### src/rst_sleep_io_defs.svh
// register offsets, reset values and timing constants for the reset/sleep/io block
// assumes a 100 MHz core clock; offsets are word indices, byte address is index*4
`ifndef RST_SLEEP_IO_DEFS_SVH
`define RST_SLEEP_IO_DEFS_SVH

`define IDX_PROGRAM_COUNTER 6'h02
`define IDX_STATUS 6'h03
`define IDX_PORT_A_DATA 6'h05
`define IDX_PORT_B_DATA 6'h06
`define IDX_WAKE_CONTROL 6'h0e
`define IDX_INTERRUPT_FLAG 6'h0f
`define IDX_TIMER_CONTROL 6'h11
`define IDX_PORT_A_DIRECTION 6'h15
`define IDX_PORT_B_DIRECTION 6'h16
`define IDX_PRESCALER_COUNT 6'h1a
`define IDX_PULL_DOWN_CONTROL 6'h1b
`define IDX_OPEN_DRAIN_CONTROL 6'h1c
`define IDX_PULL_UP_CONTROL 6'h1d
`define IDX_WATCHDOG_CONTROL 6'h1e
`define IDX_INTERRUPT_MASK 6'h1f

`define BIT_WDT_ENABLE 7
`define BIT_EXT_INT_SEL 6
`define BIT_RESISTOR_OPTION 4
`define BIT_WDT_PRESC_EN 3
`define BIT_GLOBAL_INT 6
`define BIT_CHANGE_FLAG 1
`define BIT_CHANGE_INT_EN 1
`define BIT_CHANGE_WAKE_EN 1
`define BIT_TIMEOUT_FLAG 4
`define BIT_POWERDOWN_FLAG 3

`define RST_TIMER_CONTROL 8'hbf
`define RST_ALL_ONES 8'hff
`define RST_ALL_ZERO 8'h00
`define RST_DIR_A 7'h7f
`define RST_STATUS 8'h18
`define RST_WDT_SET_MASK 8'h80
`define RST_WDT_CLR_MASK 8'h50
`define RST_LOW3_CLR_MASK 8'h07
`define WAKE_VECTOR 10'h008
`define PC_ZERO 10'h000

`define CYC_PER_MS 100000
`define OST_MS 18
`define WDT_MS 18
`define WAKE_RC_CLKS 32
`define WAKE_HXT_MS 2
`define WAKE_LXT_MS 500
`define OST_CYC (`OST_MS * `CYC_PER_MS)
`define WDT_CYC (`WDT_MS * `CYC_PER_MS)
`define HXT_CYC (`WAKE_HXT_MS * `CYC_PER_MS + `WAKE_RC_CLKS)
`define LXT_CYC (`WAKE_LXT_MS * `CYC_PER_MS)

`endif

### src/rst_sleep_io_pkg.sv
// types shared by the reset/sleep/io block
// no assumptions beyond a SystemVerilog compiler
package rst_sleep_io_pkg;
    typedef enum logic [3:0] {
        ST_HOLD = 4'b0001,
        ST_RUN = 4'b0010,
        ST_SLEEP = 4'b0100,
        ST_WAKE = 4'b1000
    } seq_state_t;
    typedef enum logic [1:0] {
        OSC_RC = 2'b00,
        OSC_HXT = 2'b01,
        OSC_LXT = 2'b10
    } osc_mode_t;
endpackage

### src/rst_sleep_io.sv
// reset sequencer, sleep/wake control, watchdog and the two i/o ports
// assumes a 100 MHz clock, an avalon-mm master and pins from outside the clock domain
`timescale 1ns/1ns
`include "rst_sleep_io_defs.svh"

module rst_sleep_io #(
    parameter int unsigned P_OST_CYC = `OST_CYC,
    parameter int unsigned P_WDT_CYC = `WDT_CYC,
    parameter int unsigned P_HXT_CYC = `HXT_CYC,
    parameter int unsigned P_LXT_CYC = `LXT_CYC
) (
    input wire logic i_core_clk,
    input wire logic i_rst,
    input wire logic [7:0] i_avs_address,
    input wire logic i_avs_read,
    input wire logic i_avs_write,
    input wire logic [31:0] i_avs_writedata,
    input wire logic [3:0] i_avs_byteenable,
    output logic [31:0] o_avs_readdata,
    output logic o_avs_waitrequest,
    input wire logic i_reset_pin_n,
    input wire logic [1:0] i_osc_mode,
    input wire logic i_sleep_instruction,
    input wire logic i_watchdog_clear_instr,
    input wire logic i_global_interrupt_on_instr,
    input wire logic i_global_interrupt_off_instr,
    input wire logic [6:0] i_port_a_in,
    output logic [6:0] o_port_a_out,
    output logic [6:0] o_port_a_oe,
    input wire logic [7:0] i_port_b_in,
    output logic [7:0] o_port_b_out,
    output logic [7:0] o_port_b_oe,
    output logic [7:0] o_pull_up_en,
    output logic [7:0] o_pull_down_en,
    output logic o_core_rst,
    output logic o_core_stall,
    output logic o_osc_enable,
    output logic o_pc_load,
    output logic [9:0] o_pc_value,
    output logic o_change_irq
);
    rst_sleep_io_pkg::seq_state_t state_q, state_d;
    logic [31:0] seq_cnt_q, seq_cnt_d, wdt_cnt_q;
    logic [7:0] presc_q, wdt_ctl_q, timer_ctl_q, pd_q, od_q, pu_q, status_q;
    logic [7:0] port_b_dir_q, port_b_data_q, port_b_ref_q, int_flag_q, int_mask_q;
    logic [6:0] port_a_dir_q, port_a_data_q;
    logic [7:0] wake_ctl_q, rdata;
    logic [6:0] pa_s1_q, pa_s2_q;
    logic [7:0] pb_s1_q, pb_s2_q;
    logic rp_s1_q, rp_s2_q, por_q, ack_q;

    function automatic logic [31:0] wake_cycles(input logic [1:0] mode);
        if (mode == rst_sleep_io_pkg::OSC_HXT)
            wake_cycles = P_HXT_CYC;
        else if (mode == rst_sleep_io_pkg::OSC_LXT)
            wake_cycles = P_LXT_CYC;
        else
            wake_cycles = `WAKE_RC_CLKS;
    endfunction

    function automatic logic ratio_hit(input logic [7:0] presc, input logic [2:0] sel);
        logic [7:0] mask;
        mask = (8'h02 << sel) - 8'h01;
        ratio_hit = ((presc & mask) == 8'h00);
    endfunction

    // pins cross into the clock domain through two flops before any use
    always_ff @(posedge i_core_clk or posedge i_rst)
    begin
        if (i_rst)
        begin
            pa_s1_q <= 7'h00;
            pa_s2_q <= 7'h00;
            pb_s1_q <= 8'h00;
            pb_s2_q <= 8'h00;
            rp_s1_q <= 1'b1;
            rp_s2_q <= 1'b1;
        end
        else
        begin
            pa_s1_q <= i_port_a_in;
            pa_s2_q <= pa_s1_q;
            pb_s1_q <= i_port_b_in;
            pb_s2_q <= pb_s1_q;
            rp_s1_q <= i_reset_pin_n;
            rp_s2_q <= rp_s1_q;
        end
    end

    // bus: one wait state, then the answer
    wire bus_req = i_avs_read | i_avs_write;
    wire [5:0] idx = i_avs_address[7:2];
    wire in_hold = (state_q == rst_sleep_io_pkg::ST_HOLD);
    wire wr_en = ack_q & i_avs_write & i_avs_byteenable[0] & ~in_hold;
    wire [7:0] wd = i_avs_writedata[7:0];
    wire rd_port_b = ack_q & i_avs_read & (idx == `IDX_PORT_B_DATA);
    assign o_avs_waitrequest = bus_req & ~ack_q;

    wire wr_status = wr_en & (idx == `IDX_STATUS);
    wire wr_pa_data = wr_en & (idx == `IDX_PORT_A_DATA);
    wire wr_pb_data = wr_en & (idx == `IDX_PORT_B_DATA);
    wire wr_wake = wr_en & (idx == `IDX_WAKE_CONTROL);
    wire wr_flag = wr_en & (idx == `IDX_INTERRUPT_FLAG);
    wire wr_timer = wr_en & (idx == `IDX_TIMER_CONTROL);
    wire wr_pa_dir = wr_en & (idx == `IDX_PORT_A_DIRECTION);
    wire wr_pb_dir = wr_en & (idx == `IDX_PORT_B_DIRECTION);
    wire wr_pd = wr_en & (idx == `IDX_PULL_DOWN_CONTROL);
    wire wr_od = wr_en & (idx == `IDX_OPEN_DRAIN_CONTROL);
    wire wr_pu = wr_en & (idx == `IDX_PULL_UP_CONTROL);
    wire wr_wdt = wr_en & (idx == `IDX_WATCHDOG_CONTROL);
    wire wr_mask = wr_en & (idx == `IDX_INTERRUPT_MASK);

    // resistor-option pins read the pin level: attached resistor reads 0
    wire resistor_option_enable = wdt_ctl_q[`BIT_RESISTOR_OPTION];
    wire [6:0] port_a_view = pa_s2_q;

    always_comb
    begin
        if (idx == `IDX_PROGRAM_COUNTER)
            rdata = o_pc_value[7:0];
        else if (idx == `IDX_STATUS)
            rdata = status_q;
        else if (idx == `IDX_PORT_A_DATA)
            rdata = {1'b0, port_a_view};
        else if (idx == `IDX_PORT_B_DATA)
            rdata = pb_s2_q;
        else if (idx == `IDX_WAKE_CONTROL)
            rdata = wake_ctl_q;
        else if (idx == `IDX_INTERRUPT_FLAG)
            rdata = int_flag_q;
        else if (idx == `IDX_TIMER_CONTROL)
            rdata = timer_ctl_q;
        else if (idx == `IDX_PORT_A_DIRECTION)
            rdata = {1'b0, port_a_dir_q};
        else if (idx == `IDX_PORT_B_DIRECTION)
            rdata = port_b_dir_q;
        else if (idx == `IDX_PRESCALER_COUNT)
            rdata = presc_q;
        else if (idx == `IDX_PULL_DOWN_CONTROL)
            rdata = pd_q;
        else if (idx == `IDX_OPEN_DRAIN_CONTROL)
            rdata = od_q;
        else if (idx == `IDX_PULL_UP_CONTROL)
            rdata = pu_q;
        else if (idx == `IDX_WATCHDOG_CONTROL)
            rdata = wdt_ctl_q;
        else if (idx == `IDX_INTERRUPT_MASK)
            rdata = int_mask_q;
        else
            rdata = 8'h00;
    end

    always_ff @(posedge i_core_clk or posedge i_rst)
    begin
        if (i_rst)
        begin
            ack_q <= 1'b0;
            o_avs_readdata <= 32'h0;
        end
        else
        begin
            ack_q <= bus_req & ~ack_q;
            if (i_avs_read & ~ack_q)
                o_avs_readdata <= {24'h0, rdata};
        end
    end

    // watchdog: prescaler down-counts, counter steps at the selected ratio
    wire wdt_en = wdt_ctl_q[`BIT_WDT_ENABLE];
    wire wdt_step = wdt_ctl_q[`BIT_WDT_PRESC_EN] ? ratio_hit(presc_q, wdt_ctl_q[2:0]) : 1'b1;
    wire wdt_to = wdt_en & wdt_step & ~in_hold & (wdt_cnt_q == P_WDT_CYC - 1);
    wire pin_rst = ~rp_s2_q;
    wire rst_event = pin_rst | wdt_to;
    wire sleep_go = (state_q == rst_sleep_io_pkg::ST_RUN) & i_sleep_instruction;
    wire wdt_clr = rst_event | in_hold | i_watchdog_clear_instr | sleep_go;

    always_ff @(posedge i_core_clk or posedge i_rst)
    begin
        if (i_rst)
        begin
            presc_q <= `RST_ALL_ONES;
            wdt_cnt_q <= 32'h0;
        end
        else if (wdt_clr)
        begin
            presc_q <= `RST_ALL_ONES;
            wdt_cnt_q <= 32'h0;
        end
        else if (wdt_en)
        begin
            // prescaler only moves while it is assigned to the watchdog
            if (wdt_ctl_q[`BIT_WDT_PRESC_EN])
                presc_q <= presc_q - 8'h01;
            if (wdt_step)
                wdt_cnt_q <= wdt_cnt_q + 32'h1;
        end
    end

    // port b change detection against the reference caught on each read
    wire change = |(pb_s2_q ^ port_b_ref_q);
    wire change_wake_enable = wake_ctl_q[`BIT_CHANGE_WAKE_EN];
    wire change_interrupt_enable = int_mask_q[`BIT_CHANGE_INT_EN];
    wire gie = timer_ctl_q[`BIT_GLOBAL_INT];
    wire wake_lim_hit = (seq_cnt_q == wake_cycles(i_osc_mode) - 1);
    wire ost_hit = (seq_cnt_q == P_OST_CYC - 1);

    always_comb
    begin
        state_d = state_q;
        case (state_q)
            rst_sleep_io_pkg::ST_HOLD:
                if (!pin_rst && ost_hit)
                    state_d = rst_sleep_io_pkg::ST_RUN;
            rst_sleep_io_pkg::ST_RUN:
                if (i_sleep_instruction)
                    state_d = rst_sleep_io_pkg::ST_SLEEP;
            rst_sleep_io_pkg::ST_SLEEP:
                if (change && change_wake_enable)
                    state_d = rst_sleep_io_pkg::ST_WAKE;
            rst_sleep_io_pkg::ST_WAKE:
                if (wake_lim_hit)
                    state_d = rst_sleep_io_pkg::ST_RUN;
            default:
                state_d = rst_sleep_io_pkg::ST_HOLD;
        endcase
        if (rst_event)
            state_d = rst_sleep_io_pkg::ST_HOLD;
        if (rst_event || state_d != state_q || pin_rst)
            seq_cnt_d = 32'h0;
        else
            seq_cnt_d = seq_cnt_q + 32'h1;
    end

    wire hold_done = in_hold & (state_d == rst_sleep_io_pkg::ST_RUN);
    wire wake_done = (state_q == rst_sleep_io_pkg::ST_WAKE) & wake_lim_hit & ~rst_event;

    always_ff @(posedge i_core_clk or posedge i_rst)
    begin
        if (i_rst)
        begin
            state_q <= rst_sleep_io_pkg::ST_HOLD;
            seq_cnt_q <= 32'h0;
            por_q <= 1'b1;
            o_pc_load <= 1'b0;
            o_pc_value <= `PC_ZERO;
            o_change_irq <= 1'b0;
        end
        else
        begin
            state_q <= state_d;
            seq_cnt_q <= seq_cnt_d;
            if (hold_done)
                por_q <= 1'b0;
            o_pc_load <= hold_done | (wake_done & gie & change_interrupt_enable);
            if (rst_event | in_hold)
                o_pc_value <= `PC_ZERO;
            else if (wake_done & gie & change_interrupt_enable)
                o_pc_value <= `WAKE_VECTOR;
            o_change_irq <= int_flag_q[`BIT_CHANGE_FLAG] & change_interrupt_enable & gie;
        end
    end

    assign o_core_rst = in_hold;
    assign o_core_stall = (state_q != rst_sleep_io_pkg::ST_RUN);
    // oscillator stops only in sleep; any reset restarts it
    assign o_osc_enable = (state_q != rst_sleep_io_pkg::ST_SLEEP);

    // status: cause flags are hardware-owned, the rest writable
    always_ff @(posedge i_core_clk or posedge i_rst)
    begin
        if (i_rst)
            status_q <= `RST_STATUS;
        else
        begin
            if (wr_status)
            begin
                status_q[7:5] <= wd[7:5];
                status_q[2:0] <= wd[2:0];
            end
            if (wdt_to)
                status_q[`BIT_TIMEOUT_FLAG] <= 1'b0;
            else if (i_watchdog_clear_instr & ~in_hold)
            begin
                status_q[`BIT_TIMEOUT_FLAG] <= 1'b1;
                status_q[`BIT_POWERDOWN_FLAG] <= 1'b1;
            end
            else if (sleep_go)
                status_q[`BIT_POWERDOWN_FLAG] <= 1'b0;
        end
    end

    // configuration registers: fixed values at power-on; pin or watchdog reset keeps watchdog bits 5 and 3:0, mask bits 7:3 and wake bits other than 1
    always_ff @(posedge i_core_clk or posedge i_rst)
    begin
        if (i_rst)
        begin
            timer_ctl_q <= `RST_TIMER_CONTROL;
            pd_q <= `RST_ALL_ONES;
            pu_q <= `RST_ALL_ONES;
            od_q <= `RST_ALL_ZERO;
            wdt_ctl_q <= `RST_WDT_SET_MASK;
            int_mask_q <= `RST_ALL_ZERO;
            wake_ctl_q <= `RST_ALL_ZERO;
            port_a_dir_q <= `RST_DIR_A;
            port_b_dir_q <= `RST_ALL_ONES;
        end
        else if (rst_event)
        begin
            timer_ctl_q <= `RST_TIMER_CONTROL;
            pd_q <= `RST_ALL_ONES;
            pu_q <= `RST_ALL_ONES;
            od_q <= `RST_ALL_ZERO;
            wdt_ctl_q <= (wdt_ctl_q | `RST_WDT_SET_MASK) & ~`RST_WDT_CLR_MASK;
            int_mask_q <= int_mask_q & ~`RST_LOW3_CLR_MASK;
            wake_ctl_q[`BIT_CHANGE_WAKE_EN] <= 1'b0;
            port_a_dir_q <= `RST_DIR_A;
            port_b_dir_q <= `RST_ALL_ONES;
        end
        else
        begin
            if (wr_timer)
                timer_ctl_q <= wd;
            else if (i_global_interrupt_on_instr)
                timer_ctl_q[`BIT_GLOBAL_INT] <= 1'b1;
            else if (i_global_interrupt_off_instr)
                timer_ctl_q[`BIT_GLOBAL_INT] <= 1'b0;
            if (wr_pd)
                pd_q <= wd;
            if (wr_pu)
                pu_q <= wd;
            if (wr_od)
                od_q <= wd;
            if (wr_wdt)
                wdt_ctl_q <= wd;
            if (wr_mask)
                int_mask_q <= wd;
            if (wr_wake)
                wake_ctl_q <= wd;
            if (wr_pa_dir)
                port_a_dir_q <= wd[6:0];
            if (wr_pb_dir)
                port_b_dir_q <= wd;
        end
    end

    // data latches, reference and flags; a change in the clear cycle still sets
    always_ff @(posedge i_core_clk or posedge i_rst)
    begin
        if (i_rst)
        begin
            port_a_data_q <= 7'h00;
            port_b_data_q <= 8'h00;
            port_b_ref_q <= 8'h00;
            int_flag_q <= `RST_ALL_ZERO;
        end
        else
        begin
            if (wr_pa_data)
                port_a_data_q <= wd[6:0];
            if (wr_pb_data)
                port_b_data_q <= wd;
            if (rd_port_b | in_hold)
                port_b_ref_q <= pb_s2_q;
            if (rst_event | in_hold)
                int_flag_q <= int_flag_q & ~`RST_LOW3_CLR_MASK;
            else
            begin
                if (wr_flag)
                    int_flag_q <= wd;
                if (change)
                    int_flag_q[`BIT_CHANGE_FLAG] <= 1'b1;
            end
        end
    end

    // pins: direction, open-drain drives low only, reset floats everything
    wire [7:0] pb_drive = ~port_b_dir_q & (~od_q | ~port_b_data_q);
    wire [6:0] pa_drive = ~port_a_dir_q & {5'h1f, ~{2{resistor_option_enable}}};
    assign o_port_a_oe = in_hold ? 7'h00 : pa_drive;
    assign o_port_b_oe = in_hold ? 8'h00 : pb_drive;
    assign o_port_a_out = port_a_data_q;
    assign o_port_b_out = od_q & port_b_data_q ^ port_b_data_q | (~od_q & port_b_data_q);
    assign o_pull_up_en = ~pu_q;
    assign o_pull_down_en = ~pd_q;

    property p_reset_enters_hold;
        @(posedge i_core_clk) disable iff (i_rst)
        rst_event |=> o_core_rst && o_pc_value == `PC_ZERO;
    endproperty
    a_reset_enters_hold: assert property (p_reset_enters_hold)
        else $error("reset event did not enter hold");

    property p_hold_length;
        @(posedge i_core_clk) disable iff (i_rst)
        $fell(o_core_rst) |-> $past(seq_cnt_q) == P_OST_CYC - 1;
    endproperty
    a_hold_length: assert property (p_hold_length)
        else $error("hold released at wrong count");

    property p_pc_zero;
        @(posedge i_core_clk) disable iff (i_rst)
        $fell(o_core_rst) |-> o_pc_load && o_pc_value == `PC_ZERO && o_osc_enable;
    endproperty
    a_pc_zero: assert property (p_pc_zero)
        else $error("no program counter zero load after reset");

    property p_ports_float;
        @(posedge i_core_clk) disable iff (i_rst)
        o_core_rst |-> o_port_a_oe == 7'h00 && o_port_b_oe == 8'h00;
    endproperty
    a_ports_float: assert property (p_ports_float)
        else $error("port driven during reset");

    property p_wdt_cleared;
        @(posedge i_core_clk) disable iff (i_rst)
        (rst_event || sleep_go) |=> wdt_cnt_q == 32'h0 && presc_q == `RST_ALL_ONES;
    endproperty
    a_wdt_cleared: assert property (p_wdt_cleared)
        else $error("watchdog not cleared");

    property p_reset_values;
        @(posedge i_core_clk) disable iff (i_rst)
        rst_event |=> timer_ctl_q == `RST_TIMER_CONTROL && od_q == `RST_ALL_ZERO
            && wdt_ctl_q[7] && !wdt_ctl_q[6] && !wdt_ctl_q[4] && int_mask_q[2:0] == 3'h0;
    endproperty
    a_reset_values: assert property (p_reset_values)
        else $error("register reset values wrong");

    property p_wake_vector;
        @(posedge i_core_clk) disable iff (i_rst)
        (wake_done && gie && change_interrupt_enable) |=> o_pc_load && o_pc_value == `WAKE_VECTOR;
    endproperty
    a_wake_vector: assert property (p_wake_vector)
        else $error("wake did not vector");

    property p_no_wake_without_enable;
        @(posedge i_core_clk) disable iff (i_rst)
        (state_q == rst_sleep_io_pkg::ST_SLEEP && !change_wake_enable && !rst_event)
            |=> state_q == rst_sleep_io_pkg::ST_SLEEP;
    endproperty
    a_no_wake_without_enable: assert property (p_no_wake_without_enable)
        else $error("woke without change wake enable");

    property p_change_flag;
        @(posedge i_core_clk) disable iff (i_rst)
        (change && !rst_event && !in_hold) |=> int_flag_q[`BIT_CHANGE_FLAG];
    endproperty
    a_change_flag: assert property (p_change_flag)
        else $error("port change not flagged");

    property p_open_drain;
        @(posedge i_core_clk) disable iff (i_rst)
        |(od_q & port_b_data_q) |-> (o_port_b_oe & od_q & port_b_data_q) == 8'h00;
    endproperty
    a_open_drain: assert property (p_open_drain)
        else $error("open-drain pin driven high");

    c_wdt_timeout: cover property (@(posedge i_core_clk) disable iff (i_rst) wdt_to);
    c_change_wake: cover property (@(posedge i_core_clk) disable iff (i_rst) wake_done);
    c_pin_reset: cover property (@(posedge i_core_clk) disable iff (i_rst) $fell(rp_s2_q));
endmodule

### config.mk
export PLATFORM = sky130hd
export DESIGN_NAME = rst_sleep_io
export DESIGN_NICKNAME = d
export VERILOG_FILES = /design/src/rst_sleep_io_pkg.sv /design/src/rst_sleep_io.sv
export VERILOG_INCLUDE_DIRS = /design/src /design/src/src
export SDC_FILE = /design/constraint.sdc
export NUM_CORES = 1
export LEC_CHECK = 0
export BUFFER_PORTS_ARGS = -buffer_cell sky130_fd_sc_hd__clkbuf_2
export CAP_MARGIN = 20
export CELL_PAD_IN_SITES_DETAIL_PLACEMENT = 2
export CELL_PAD_IN_SITES_GLOBAL_PLACEMENT = 2
export CORE_ASPECT_RATIO = 0.75
export CORE_MARGIN = 2
export CORE_UTILIZATION = 37
export CTS_CLUSTER_SIZE = 28
export DETAILED_ROUTE_END_ITERATION = 6
export GPL_ROUTABILITY_DRIVEN = 1
export PLACE_DENSITY = 0.85
export SYNTH_ARGS = -nofsm -noshare
export SYNTH_HDL_FRONTEND = slang
export SYNTH_SLANG_ARGS = --single-unit
### constraint.sdc
create_clock -name i_core_clk -period 10.1 [get_ports i_core_clk]
set_clock_uncertainty 0.05 [all_clocks]
set_input_delay 1.515 -clock i_core_clk [delete_from_list [all_inputs] [get_ports i_core_clk]]
set_output_delay 1.515 -clock i_core_clk [all_outputs]
set_load 0.005 [all_outputs]
Word level (Yosys, flattened, before mapping). Index checks and enable logic that the tools add are counted.

Bits in registers: 239.

$add $sub $neg: 5. Equality and inequality tests: 28. Shift operators: 1. Multiplexer cells: 64. Bitwise operators: 61. Reduce and logical (&&, ||, !) cells: 31.

Operator list (count): 2-to-1 mux 8 bit (30); 2-to-1 mux 32 bit (4); adder 32 x 1 -> 32 bit (second input constant) (2); equality test 32 x 21 -> 1 bit (second input constant) (2); equality test 6 x 5 -> 1 bit (second input constant) (9); 2-to-1 mux 26 bit (2); NOT 8 bit (5); AND 1 bit (32); AND 8 bit (4); equality test 32 bit (1); nonzero test 2 bit (16); subtractor 32 x 1 -> 32 bit (second input constant) (1); 2-to-1 mux 7 bit (3); 2-to-1 mux 10 bit (2); 2-to-1 mux 4 bit (5); bitwise OR 8 bit (2); one-hot mux 4 bit (4 select lines) (1); subtractor 8 x 1 -> 8 bit (second input constant) (2); XOR 8 bit (2); AND reduction 2 bit (7); equality test 6 x 2 -> 1 bit (second input constant) (2); equality test 6 x 3 -> 1 bit (second input constant) (2); equality test 6 x 4 -> 1 bit (second input constant) (2); 2-to-1 mux 3 bit (4); other kinds (24) (48).

Depth between registers and ports, before layout. Gate-level depths: netlist of run 1.

Depth after elaboration: 16. Mapped depth: 9.

Worst setup path before layout of run 1. OpenSTA, ideal clock, no wires.

Kind: in2reg. Start: in i_osc_mode[0]. End: reg seq_cnt_q[10]. Library setup time: 0.087 ns. Arrival: 3.476 ns. Setup slack: 6.487 ns. Cell stages on the path: 9. Buffers on the path: 1. Path through: inv_1 ha_1 xnor2_1 or4_4 a2111oi_4 and2_4 o211ai_4 buf_6 a211oi_2.

Longest elaborated chain between the ends: 12.

Ends and longest elaborated chain: start, declared (line rst_sleep_io.sv:22) `input wire logic [1:0] i_osc_mode,`; equality test 2 bit (line rst_sleep_io.sv:55) `else if (mode == rst_sleep_io_pkg::OSC_LXT)`; 2-to-1 mux 26 bit (line rst_sleep_io.sv:55); 2-to-1 mux 26 bit (*) (line rst_sleep_io.sv:53) `if (mode == rst_sleep_io_pkg::OSC_HXT)`; subtractor 32 x 1 -> 32 bit (*) (line rst_sleep_io.sv:204) `wire wake_lim_hit = (seq_cnt_q == wake_cycles(i_osc_mode) - 1);`; equality test 32 bit (*) (line rst_sleep_io.sv:204); 2-to-1 mux 4 bit (*) (line rst_sleep_io.sv:221) `if (wake_lim_hit)`; one-hot mux 4 bit (4 select lines) (*) (line rst_sleep_io.sv:210) `case (state_q)`; 2-to-1 mux 4 bit (*) (line rst_sleep_io.sv:226) `if (rst_event)`; inequality test 4 bit (*) (line rst_sleep_io.sv:228) `if (rst_event || state_d != state_q || pin_rst)`; logical OR 1 bit (*) (2 in a row) (line rst_sleep_io.sv:228); 2-to-1 mux 32 bit (*) (line rst_sleep_io.sv:228); via seq_cnt_d[10] (line rst_sleep_io.sv:43) `logic [31:0] seq_cnt_q, seq_cnt_d, wdt_cnt_q;`; end signal, assigned (line rst_sleep_io.sv:251) `seq_cnt_q <= seq_cnt_d;`; end, declared (line rst_sleep_io.sv:43).

The timed path passes the listed nets; every way through them passes the cells marked *. A chain may end at the register's enable or synchronous reset.

Worst setup path after layout of run 1.
Start: reg state_q[1]. End: out o_port_b_oe[7].

Longest elaborated chain between the ends: 2.

Ends and longest elaborated chain: start, declared (line rst_sleep_io.sv:42) `rst_sleep_io_pkg::seq_state_t state_q, state_d;`; start signal, assigned (line rst_sleep_io.sv:241) `state_q <= rst_sleep_io_pkg::ST_HOLD;`; start signal, assigned (line rst_sleep_io.sv:250) `state_q <= state_d;`; equality test 4 x 1 -> 1 bit (line rst_sleep_io.sv:93) `wire in_hold = (state_q == rst_sleep_io_pkg::ST_HOLD);`; 2-to-1 mux 8 bit (line rst_sleep_io.sv:380) `assign o_port_b_oe = in_hold ? 8'h00 : pb_drive;`; end, declared (line rst_sleep_io.sv:32) `output logic [7:0] o_port_b_oe,`.

No other way between the ends.

==> results of run 1 <==
## where the power goes
part           leakage (nW)  switching (mW)  internal [mW]
combinational          2.51          0.0820         0.0306
clock                 0.468           0.418          0.663
sequential             2.94          0.0122          0.937
## metal layers
metal	routed length (um)	GRT usage, %	up-vias
met5	0	0	-
met4	861	5.314	0
met3	2208	3.925	62
met2	18970	38.58	283
met1	18770	35.78	5163
li1	-	-	4219
## critical path, delay by kind of cell, from the launching register on
| family | cells | cell delay (ns) |
|---|---|---|
| simple gates | 1 | 0.50 |
| buf+inv | 3 | 1.18 |
| compound gates | 1 | 0.45 |
| flops | 1 | 0.32 |
## final timing paths
path | from | to | slack, ns | cells past startpoint
min in group asynchronous | i_rst | wdt_cnt_q[23]$_DFFE_PP0P_ | 1.06 | 2
setup reg to reg | state_q[1]$_DFF_PP0_ | int_mask_q[7]$_DFFE_PP0P_ | 6.34 | 8
max in group asynchronous | i_rst | int_mask_q[6]$_DFFE_PP0P_ | 7.44 | 3
hold / removal | pa_s1_q[0]$_DFF_PP0_ | pa_s2_q[0]$_DFF_PP0_ | 0.30 | 0
setup / recovery | state_q[1]$_DFF_PP0_ | o_port_b_oe[7] | 5.49 | 5
hold reg to reg | pa_s1_q[0]$_DFF_PP0_ | pa_s2_q[0]$_DFF_PP0_ | 0.30 | 0
## cell usage in the layout, fill, tap and decap left out, types with 6 or more instances in the layout
master	instances
sky130_fd_sc_hd__dfrtp_1	178
sky130_fd_sc_hd__nand2_1	146
sky130_fd_sc_hd__clkbuf_2	101
sky130_fd_sc_hd__nor2_1	74
sky130_fd_sc_hd__nand3_1	69
sky130_fd_sc_hd__xor2_1	58
sky130_fd_sc_hd__mux2_2	57
sky130_fd_sc_hd__dfstp_2	52
sky130_fd_sc_hd__inv_1	40
sky130_fd_sc_hd__conb_1	33
sky130_fd_sc_hd__a21oi_1	32
sky130_fd_sc_hd__a211oi_2	30
sky130_fd_sc_hd__clkbuf_16	27
sky130_fd_sc_hd__o211ai_1	25
sky130_fd_sc_hd__o21ai_0	23
sky130_fd_sc_hd__nand4_1	22
sky130_fd_sc_hd__nor3_1	19
sky130_fd_sc_hd__and3_1	19
sky130_fd_sc_hd__xnor2_1	19
sky130_fd_sc_hd__nor2b_1	18
sky130_fd_sc_hd__a211oi_1	17
sky130_fd_sc_hd__buf_4	16
sky130_fd_sc_hd__nor4_1	12
sky130_fd_sc_hd__or3_1	11
sky130_fd_sc_hd__mux2i_1	11
sky130_fd_sc_hd__nand2b_1	10
sky130_fd_sc_hd__o221ai_1	9
sky130_fd_sc_hd__clkinv_2	7
sky130_fd_sc_hd__and2_1	7
sky130_fd_sc_hd__and4_1	7
sky130_fd_sc_hd__ha_1	6
sky130_fd_sc_hd__bufinv_16	6
## kinds of logic (layout without fill, tap and decap cells)
logic type | Yosys count | after routing
compound gates | 184 | 184
xor+xnor | 77 | 77
fa+ha+maj | 6 | 6
buf+inv | 131 | 208
flops | 230 | 230
mux | 73 | 73
other cells | 1 | 33
simple gates | 450 | 450
## area by class of cell
class | count | area, um^2
clock buffers | 30 | 716.9
clock inverters | 18 | 256.5
fillers | 3284 | 17760
inverters | 42 | 166.4
multi-input cells | 823 | 5505
flip-flops and latches | 230 | 5821
well taps | 406 | 508.0
repair buffers | 118 | 653.1
## cell usage after synthesis, types with 9 or more instances
cell,instances
sky130_fd_sc_hd__nor4_1,13
sky130_fd_sc_hd__buf_2,10
sky130_fd_sc_hd__o211ai_1,25
sky130_fd_sc_hd__dfrtp_1,178
sky130_fd_sc_hd__o221ai_1,9
sky130_fd_sc_hd__nor2b_1,18
sky130_fd_sc_hd__nor2_1,74
sky130_fd_sc_hd__nand4_1,22
sky130_fd_sc_hd__nand3_1,69
sky130_fd_sc_hd__buf_4,33
sky130_fd_sc_hd__mux2_2,57
sky130_fd_sc_hd__dfstp_2,52
sky130_fd_sc_hd__a211oi_2,30
sky130_fd_sc_hd__nor3_1,19
sky130_fd_sc_hd__mux2i_1,11
sky130_fd_sc_hd__a21oi_1,32
sky130_fd_sc_hd__and3_1,19
sky130_fd_sc_hd__nand2_1,146
sky130_fd_sc_hd__nand2b_1,10
sky130_fd_sc_hd__a211oi_1,17
sky130_fd_sc_hd__xnor2_1,19
sky130_fd_sc_hd__inv_1,41
sky130_fd_sc_hd__o21ai_0,23
sky130_fd_sc_hd__xor2_1,58
sky130_fd_sc_hd__or3_1,11
sky130_fd_sc_hd__clkbuf_1,38
==> run summary, run 1 <==
total setup violations reported at the end of the flow: 0
quantity of I/O buffers inserted on ports: 101
layout cell share with drive strength beyond 1: 26.33%
power density over the cells: 157.2 nW/um^2
maximum number of pins on one net before global-route repair: 118
DRC: 0
global-route wire length before repair: 64630 um
die height: 159.1 um
total count of hold-check failures in the final report: 0
top area cells in the synthesized netlist: sky130_fd_sc_hd__dfrtp_1 38%, sky130_fd_sc_hd__dfstp_2 12%, sky130_fd_sc_hd__mux2_2 5.4%
Congestion Overflow GR: 0
Starting Density: 37.79%
EDFF count, synth: 0
Die X: 210.7 um
Iter 0 DRT Violations: 768
drt wl/cell: 24.48 um
number of flip-flops and latches in the synthesized netlist: 230
number of vias per cell after detailed routing: 5.835
Async S/R FF share, synth: 100.0%
cts repair resizes: 0
cts bufs inserted: 26
Slew Limit Fails: 0
worst hold-check slack: 0.2982 ns
result of the run: complete, no violations
Finished Layout Cells: 1667
worst-skew pair later-pin latency: 0.55 ns
CP endpoint kind: output pin
distinct cell type count after synthesis: 76
Max Fclk: 0.2169 GHz
max-cap violation count: 0
final critical-path setup slack: 5.490 ns
highest net fanout along the worst path: 38
clock-pin slew on the worst setup and hold paths: 0.06 ns
number of cells produced by synthesis: 1152
placed standard-cell area: 12650 um^2
Final min period: 4.610 ns
via count of the first global-routing pass: 10520
Worst path slowest cell: sky130_fd_sc_hd__clkinv_2
number of buffers between clock root and the deepest sink: 3
detailed-route via count: 9727
GR Util All Layers: 24.58%
H-tree lvl count: 1
number of setup buffers added after CTS: 0
post-layout net count: 1317
clock tree from TritonCTS: built
delay of the slowest cell on the worst path: 0.51 ns
FP Rows: 56
Synth Area in Simple Gates: 19.19%
placement-stage worst setup slack: 5.895 ns
number of antenna violations at the first check in global routing: 0
total of warnings raised by yosys: 0
count of antenna diodes in the layout: 0
worst max-slew margin expressed relative to the limit: 34.46%
final cell utilization of the core: 43.41%
num ports: 164
post-route design area: 13630 um^2
routed wire length: 40810 um
dominant combinational cell family by area after synthesis: simple AND/OR/NAND/NOR gates
Avg Cell Area, Syn: 10.30 um^2
post-synthesis xor/xnor area fraction: 5.686%
Crit Path Class: reg2out
number of placed instances with taps included: 1619
placer's final routability congestion estimate: 0.8770
IR Drop Worst-Case VDD: 119.9 uV
largest registers: seq_cnt_q x32, wdt_cnt_q x32
share of Yosys cell area claimed by the top area cell type: 37.55%
adder and majority gate portion of the synthesized area: 0.6329%
clock root buffer: sky130_fd_sc_hd__clkbuf_16
type of element launching the critical path: flop
leakage power: 5.917 nW
Total Die Area: 33520 um^2
Detail Placement HPWL: 28240 um
total power after layout: 2.142 mW
share of the synthesized area in compound gates (AO/OA/AOI/OAI): 12.41%
core region area: 31390 um^2
RSZ-0062 raised after global routing: no
Tightest Hold Check Type: reg2reg
number of iterations in the first detailed-routing pass: 5
layout overhead on the synthesized area: 14.88%
Clock Sink Count: 230
sequence of cells on the critical path: buf_4 > or4b_1 > clkinv_2 > a211oi_1 > clkbuf_2
proportion of synthesized chip area in sequential cells: 49.07%
Required @ worst endpoint: 8.54 ns
number of nets with antenna violations after detailed routing: 0
period utilisation layout: 45.64%
post-synthesis cell type with the largest combined area: sky130_fd_sc_hd__dfrtp_1
setup total negative slack: 0 ns
Slew @ Worst Pin: 0.9741 ns
predominant post-synthesis flop cell: sky130_fd_sc_hd__dfrtp_1
Hold-fix buffers, CTS: 0
data arrival time of the critical path: 3.04 ns
netlist area before placement: 11860 um^2
post-synthesis mux area share: 7.289%
Power figures use the tool's default switching activity.
==> run 2: changes to the inputs <==
- CORE_UTILIZATION: 37 -> 34
- PLACE_DENSITY: 0.85 -> 0.82
- clock period: 10.1 -> 4.24 ns (I/O delays scaled with it)
==> run summary, run 2 (synthesis results as in run 1) <==
Hold-fix buffers, CTS: 0 (unchanged)
delay of the slowest cell on the worst path: 0.73 ns (+0.22 ns)
number of vias per cell after detailed routing: 5.509 (-5.6%)
setup total negative slack: 0 ns (unchanged)
number of buffers and inverters on the critical path: 2 (-1)
worst max-slew margin expressed relative to the limit: 31.12% (-3.3 points)
CP endpoint kind: flop
area of combinational cells with multiple inputs: 5499 um^2 (-0.11%)
most used routing layer: met2
GR Util All Layers: 21.91% (-2.7 points)
number of nets with antenna violations after detailed routing: 0 (unchanged)
DRC: 0 (unchanged)
total count of hold-check failures in the final report: 0 (unchanged)
Tightest Hold Check Type: in2reg
H-tree lvl count: 1 (unchanged)
power density over the cells: 360.7 nW/um^2 (+130%)
FP Rows: 59 (+5.4%)
num ports: 164 (unchanged)
number of buffers between clock root and the deepest sink: 3 (unchanged)
total setup violations reported at the end of the flow: 0 (unchanged)
global-route wire length before repair: 62470 um (-3.3%)
detailed-route via count: 9492 (-2.4%)
Required @ worst endpoint: 4.65 ns (-3.89 ns)
Slew @ Worst Pin: 1.024 ns (+0.04965 ns)
RSZ-0062 raised after global routing: no
data arrival time of the critical path: 3.94 ns (+0.90 ns)
dominant delay contributor by cell family on the critical path: simple AND/OR/NAND/NOR gates
Crit Path Class: reg2reg
number of placed instances with taps included: 1674 (+3.4%)
clock root buffer: sky130_fd_sc_hd__clkbuf_16
placer's final routability congestion estimate: 0.9192 (+4.8%)
Slew Limit Fails: 0 (unchanged)
Starting Density: 34.33% (-3.5 points)
Finished Layout Cells: 1723 (+3.4%)
layout cell share with drive strength beyond 1: 25.93% (-0.40 points)
clock tree from TritonCTS: built
cts bufs inserted: 26 (unchanged)
post-layout net count: 1321 (+0.30%)
Filler Cell Count: 3668 (+12%)
largest registers: seq_cnt_q x32, wdt_cnt_q x32
Die X: 219.7 um (+4.2%)
Clock Sink Count: 230 (unchanged)
number of iterations in the first detailed-routing pass: 5 (unchanged)
number of setup buffers added after CTS: 0 (unchanged)
max-cap violation count: 0 (unchanged)
met1 track demand over resource in global routing: 32.67% (-3.1 points)
Max Fclk: 0.2828 GHz
cts repair resizes: 0 (unchanged)
clock-pin slew on the worst setup and hold paths: 0.06 ns (about the same)
GR Util met3: 3.828% (-0.097 points)
type of element launching the critical path: flop
maximum number of pins on one net before global-route repair: 110 (-6.8%)
Congestion Overflow GR: 0 (unchanged)
Iter 0 DRT Violations: 694 (-9.6%)
Total Die Area: 36410 um^2 (+8.6%)
Worst path slowest cell: sky130_fd_sc_hd__or4b_1
worst-skew pair later-pin latency: 0.56 ns (about the same)
period utilisation layout: 83.39%
IR Drop Worst-Case VDD: 253.2 uV (+110%)
via count of the first global-routing pass: 10230 (-2.8%)
Final min period: 3.536 ns
worst hold-check slack: 0.1279 ns (-0.1702 ns)
number of antenna violations at the first check in global routing: 1 (+1)
layout overhead on the synthesized area: 15.08%
drt wl/cell: 23.26 um (-5.0%)
quantity of I/O buffers inserted on ports: 101 (unchanged)
routed wire length: 40070 um (-1.8%)
sequential cell area: 5821 um^2 (unchanged)
highest net fanout along the worst path: 23 (-39%)
commonest non-fill, non-tap cell in the layout: sky130_fd_sc_hd__dfrtp_1
result of the run: complete, no violations
sequence of cells on the critical path: or4b_1 > clkinv_2 > nand3_1 > or3_1 > o21ai_1 > o211ai_4 > buf_4 > a211oi_1
die height: 165.8 um (+4.2%)
leakage power: 5.907 nW (-0.18%)
met2 routing resource usage after global routing: 33.53% (-5.0 points)
leading cell types in the layout, fill and taps excluded: 178 x sky130_fd_sc_hd__dfrtp_1, 146 x sky130_fd_sc_hd__nand2_1, 101 x sky130_fd_sc_hd__clkbuf_2
Detail Placement HPWL: 27870 um (-1.3%)
core region area: 34550 um^2 (+10%)
run 2: final timing paths:
kind | from | to | slack [ns] | depth (start not counted)
min | i_port_b_in[1] | pb_s1_q[1]$_DFF_PP0_ | 0.13 | 1
max reg2reg | state_q[0]$_DFF_PP1_ | seq_cnt_q[31]$_DFF_PP0_ | 0.70 | 8
max in group asynchronous | i_rst | seq_cnt_q[29]$_DFF_PP0_ | 2.99 | 3
max | state_q[0]$_DFF_PP1_ | seq_cnt_q[31]$_DFF_PP0_ | 0.70 | 8
min reg2reg | pb_s1_q[4]$_DFF_PP0_ | pb_s2_q[4]$_DFF_PP0_ | 0.30 | 0
min in group asynchronous | i_rst | wdt_cnt_q[27]$_DFFE_PP0P_ | 0.14 | 2
run 2: final cells by class:
class	instances	share of cell area [%]
flip-flops and latches	230	42.64
multi-input cells	823	40.28
clock buffers	39	5.564
repair buffers	122	5.096
well taps	457	4.189
inverters	42	1.192
clock inverters	9	1.017
diodes	1	0.01833
run 2: routing by layer:
| layer | wire length [um] | up-vias |
|---|---|---|
| li1 | - | 4232 |
| met1 | 19050 | 4998 |
| met2 | 18460 | 220 |
| met3 | 1931 | 42 |
| met4 | 622 | 0 |
| met5 | 0 | - |
run 2: where the power goes:
part | switching, mW | internal [mW]
Sequential | 0.0293 | 2.23
Combinational | 0.194 | 0.0766
Clock | 0.969 | 1.42
run 2: stage by stage:
| stage | total power, mW | setup WS [ns] | util [%] | area [um^2] |
|---|---|---|---|---|
| 2_1_floorplan | 2.462 | 0.5885 | - | 11990 |
| 3_3_place_gp | 2.554 | 0.8559 | 36.84 | 12730 |
| 3_5_place_dp | 2.565 | 0.7584 | 36.90 | 12750 |
| 4_1_cts | 4.967 | 0.7048 | 39.50 | 13650 |
| 5_1_grt | 5.077 | 0.5315 | 39.51 | 13650 |
| 6_report | 4.924 | 0.7044 | 39.51 | 13650 |
==> run 3: changes to the inputs <==
- clock period: 4.24 -> 3 ns (I/O delays scaled with it)
==> run summary, run 3 (synthesis results as in run 1) <==
result of the run: complete, no violations
Required @ worst endpoint: 2.50 ns (-2.15 ns)
detailed-route via count: 9829 (+3.6%)
type of element launching the critical path: flop
global-route wire length before repair: 65480 um (+4.8%)
post-route design area: 14060 um^2 (+3.0%)
hold wc startpoint: i_watchdog_clear_instr
IR Drop Worst-Case VDD: 372.2 uV (+47%)
power density over the cells: 494.8 nW/um^2 (+37%)
number of buffers between clock root and the deepest sink: 3 (unchanged)
count of antenna diodes in the layout: 0 (-1)
Slew Limit Fails: 0 (unchanged)
Detail Placement HPWL: 28870 um (+3.6%)
total count of hold-check failures in the final report: 0 (unchanged)
RSZ-0062 raised after global routing: no
Final min period: 2.890 ns
placed standard-cell area: 12980 um^2 (+1.8%)
clock-pin slew on the worst setup and hold paths: 0.06 ns (about the same)
RR Startpoint: state_q[0]$_DFF_PP1_
die height: 165.8 um (unchanged)
data arrival time of the critical path: 2.39 ns (-1.55 ns)
total power after layout: 6.956 mW (+41%)
clock tree from TritonCTS: built
total setup violations reported at the end of the flow: 0 (unchanged)
sequence of cells on the critical path: or4b_1 > clkinv_2 > buf_6 > a211oi_1 > clkbuf_2
Total Die Area: 36410 um^2 (unchanged)
drt wl/cell: 23.52 um (+1.1%)
leading cell types in the layout, fill and taps excluded: 178 x sky130_fd_sc_hd__dfrtp_1, 146 x sky130_fd_sc_hd__nand2_1, 101 x sky130_fd_sc_hd__clkbuf_2
cells on worst reg2reg path: 7 (-1)
DRC: 0 (unchanged)
post-layout net count: 1365 (+3.3%)
hold path endpoint: status_q[3]$_DFFE_PP1P_
maximum number of pins on one net before global-route repair: 75 (-32%)
commonest non-fill, non-tap cell in the layout: sky130_fd_sc_hd__dfrtp_1
number of placed instances with taps included: 1701 (+1.6%)
highest net fanout along the worst path: 20 (-13%)
number of buffers and inverters on the critical path: 3 (+1)
core region area: 34550 um^2 (unchanged)
worst hold-check slack: 0.1821 ns (+0.05418 ns)
Clock Sink Count: 230 (unchanged)
number of vias per cell after detailed routing: 5.566 (+1.0%)
delay of the slowest cell on the worst path: 0.61 ns (-0.12 ns)
register-to-register setup slack: 0.15 ns (-0.55 ns)
setup total negative slack: 0 ns (unchanged)
CP endpoint kind: output pin
dominant delay contributor by cell family on the critical path: flip-flops
period utilisation layout: 96.33%
quantity of I/O buffers inserted on ports: 101 (unchanged)
Congestion Overflow GR: 0 (unchanged)
worst reg2reg path endpoint: wdt_cnt_q[29]$_DFFE_PP0P_
Slew @ Worst Pin: 0.9450 ns (-0.07881 ns)
Finished Layout Cells: 1766 (+2.5%)
Max Fclk: 0.3460 GHz
number of iterations in the first detailed-routing pass: 5 (unchanged)
largest registers: seq_cnt_q x32, wdt_cnt_q x32
Worst path slowest cell: sky130_fd_sc_hd__dfstp_2
FP Rows: 59 (unchanged)
H-tree lvl count: 1 (unchanged)
Die X: 219.7 um (unchanged)
Starting Density: 34.33% (unchanged)
worst-skew pair later-pin latency: 0.54 ns (-0.02 ns)
Tightest Hold Check Type: in2reg
num ports: 164 (unchanged)
routed wire length: 41530 um (+3.7%)
GR Util All Layers: 23.00% (+1.1 points)
layout cell share with drive strength beyond 1: 27.20% (+1.3 points)
leakage power: 6.111 nW (+3.4%)
cts bufs inserted: 26 (unchanged)
number of antenna violations at the first check in global routing: 0 (-1)
Iter 0 DRT Violations: 687 (-1.0%)
layout overhead on the synthesized area: 18.51%
worst max-slew margin expressed relative to the limit: 36.77% (+5.7 points)
crit path launch: state_q[0]$_DFF_PP1_
max-cap violation count: 0 (unchanged)
via count of the first global-routing pass: 10800 (+5.6%)
clock root buffer: sky130_fd_sc_hd__clkbuf_16
placer's final routability congestion estimate: 0.9171 (-0.23%)
Crit Path Class: reg2out
number of nets with antenna violations after detailed routing: 0 (unchanged)
Hold Path Cell Cnt: 3 (+2)
run 3: where the power goes:
part	internal, mW	switching [mW]	total [mW]
sequential	3.15	0.0438	3.20
combinational	0.135	0.285	0.420
clock	2.00	1.33	3.34
total	5.29	1.66	6.96
run 3: layout make-up:
| type | count | area [um^2] |
|---|---|---|
| inverter | 42 | 162.7 |
| clock buffer | 39 | 760.7 |
| fill | 3671 | 20490 |
| timing repair buffer | 166 | 1102 |
| multi-input combinational | 823 | 5515 |
| clock inverter | 9 | 123.9 |
| sequential | 230 | 5821 |
| tap | 457 | 571.8 |
run 3: per-stage QoR:
step | utilization, % | worst slack, ns
floorplan | - | -0.4655
global placement | 37.58 | 0.1333
detailed placement | 37.58 | 0.03596
CTS | 40.65 | 0.03834
global route | 40.69 | 0.04860
finish | 40.69 | 0.1100
run 3: per-layer routing:
metal	global-route usage (%)	up-vias	routed length (um)
met5	0	-	0
met4	4.319	0	789
met3	3.370	53	2060
met2	37.46	258	19840
met1	32.81	5212	18850
li1	-	4306	-
run 3: tightest hold or removal path, cell delays in order:
cell,delay (ns)
sky130_fd_sc_hd__clkbuf_2,0.15
sky130_fd_sc_hd__nand2_1,0.09
sky130_fd_sc_hd__o21ai_0,0.07
run 3: worst max-delay path by stage:
stage	to	cells past startpoint
after floorplan	ack_q$_DFF_PP0_	1
after global placement	seq_cnt_q[31]$_DFF_PP0_	10
after detailed placement	o_avs_readdata[2]$_DFFE_PP0P_	9
after CTS	o_port_b_oe[0]	5
after global routing	wdt_cnt_q[27]$_DFFE_PP0P_	7
final	o_port_b_oe[0]	5
run 3: timing repair:
| item | CTS | global route |
|---|---|---|
| endpoints found under the hold margin | 22 | 0 |
| buffers inserted | 0 | 0 |
| setup endpoints to repair | 2 | 15 |
| resized for setup | 1 | 3 |
| hold buffers | 17 | 0 |
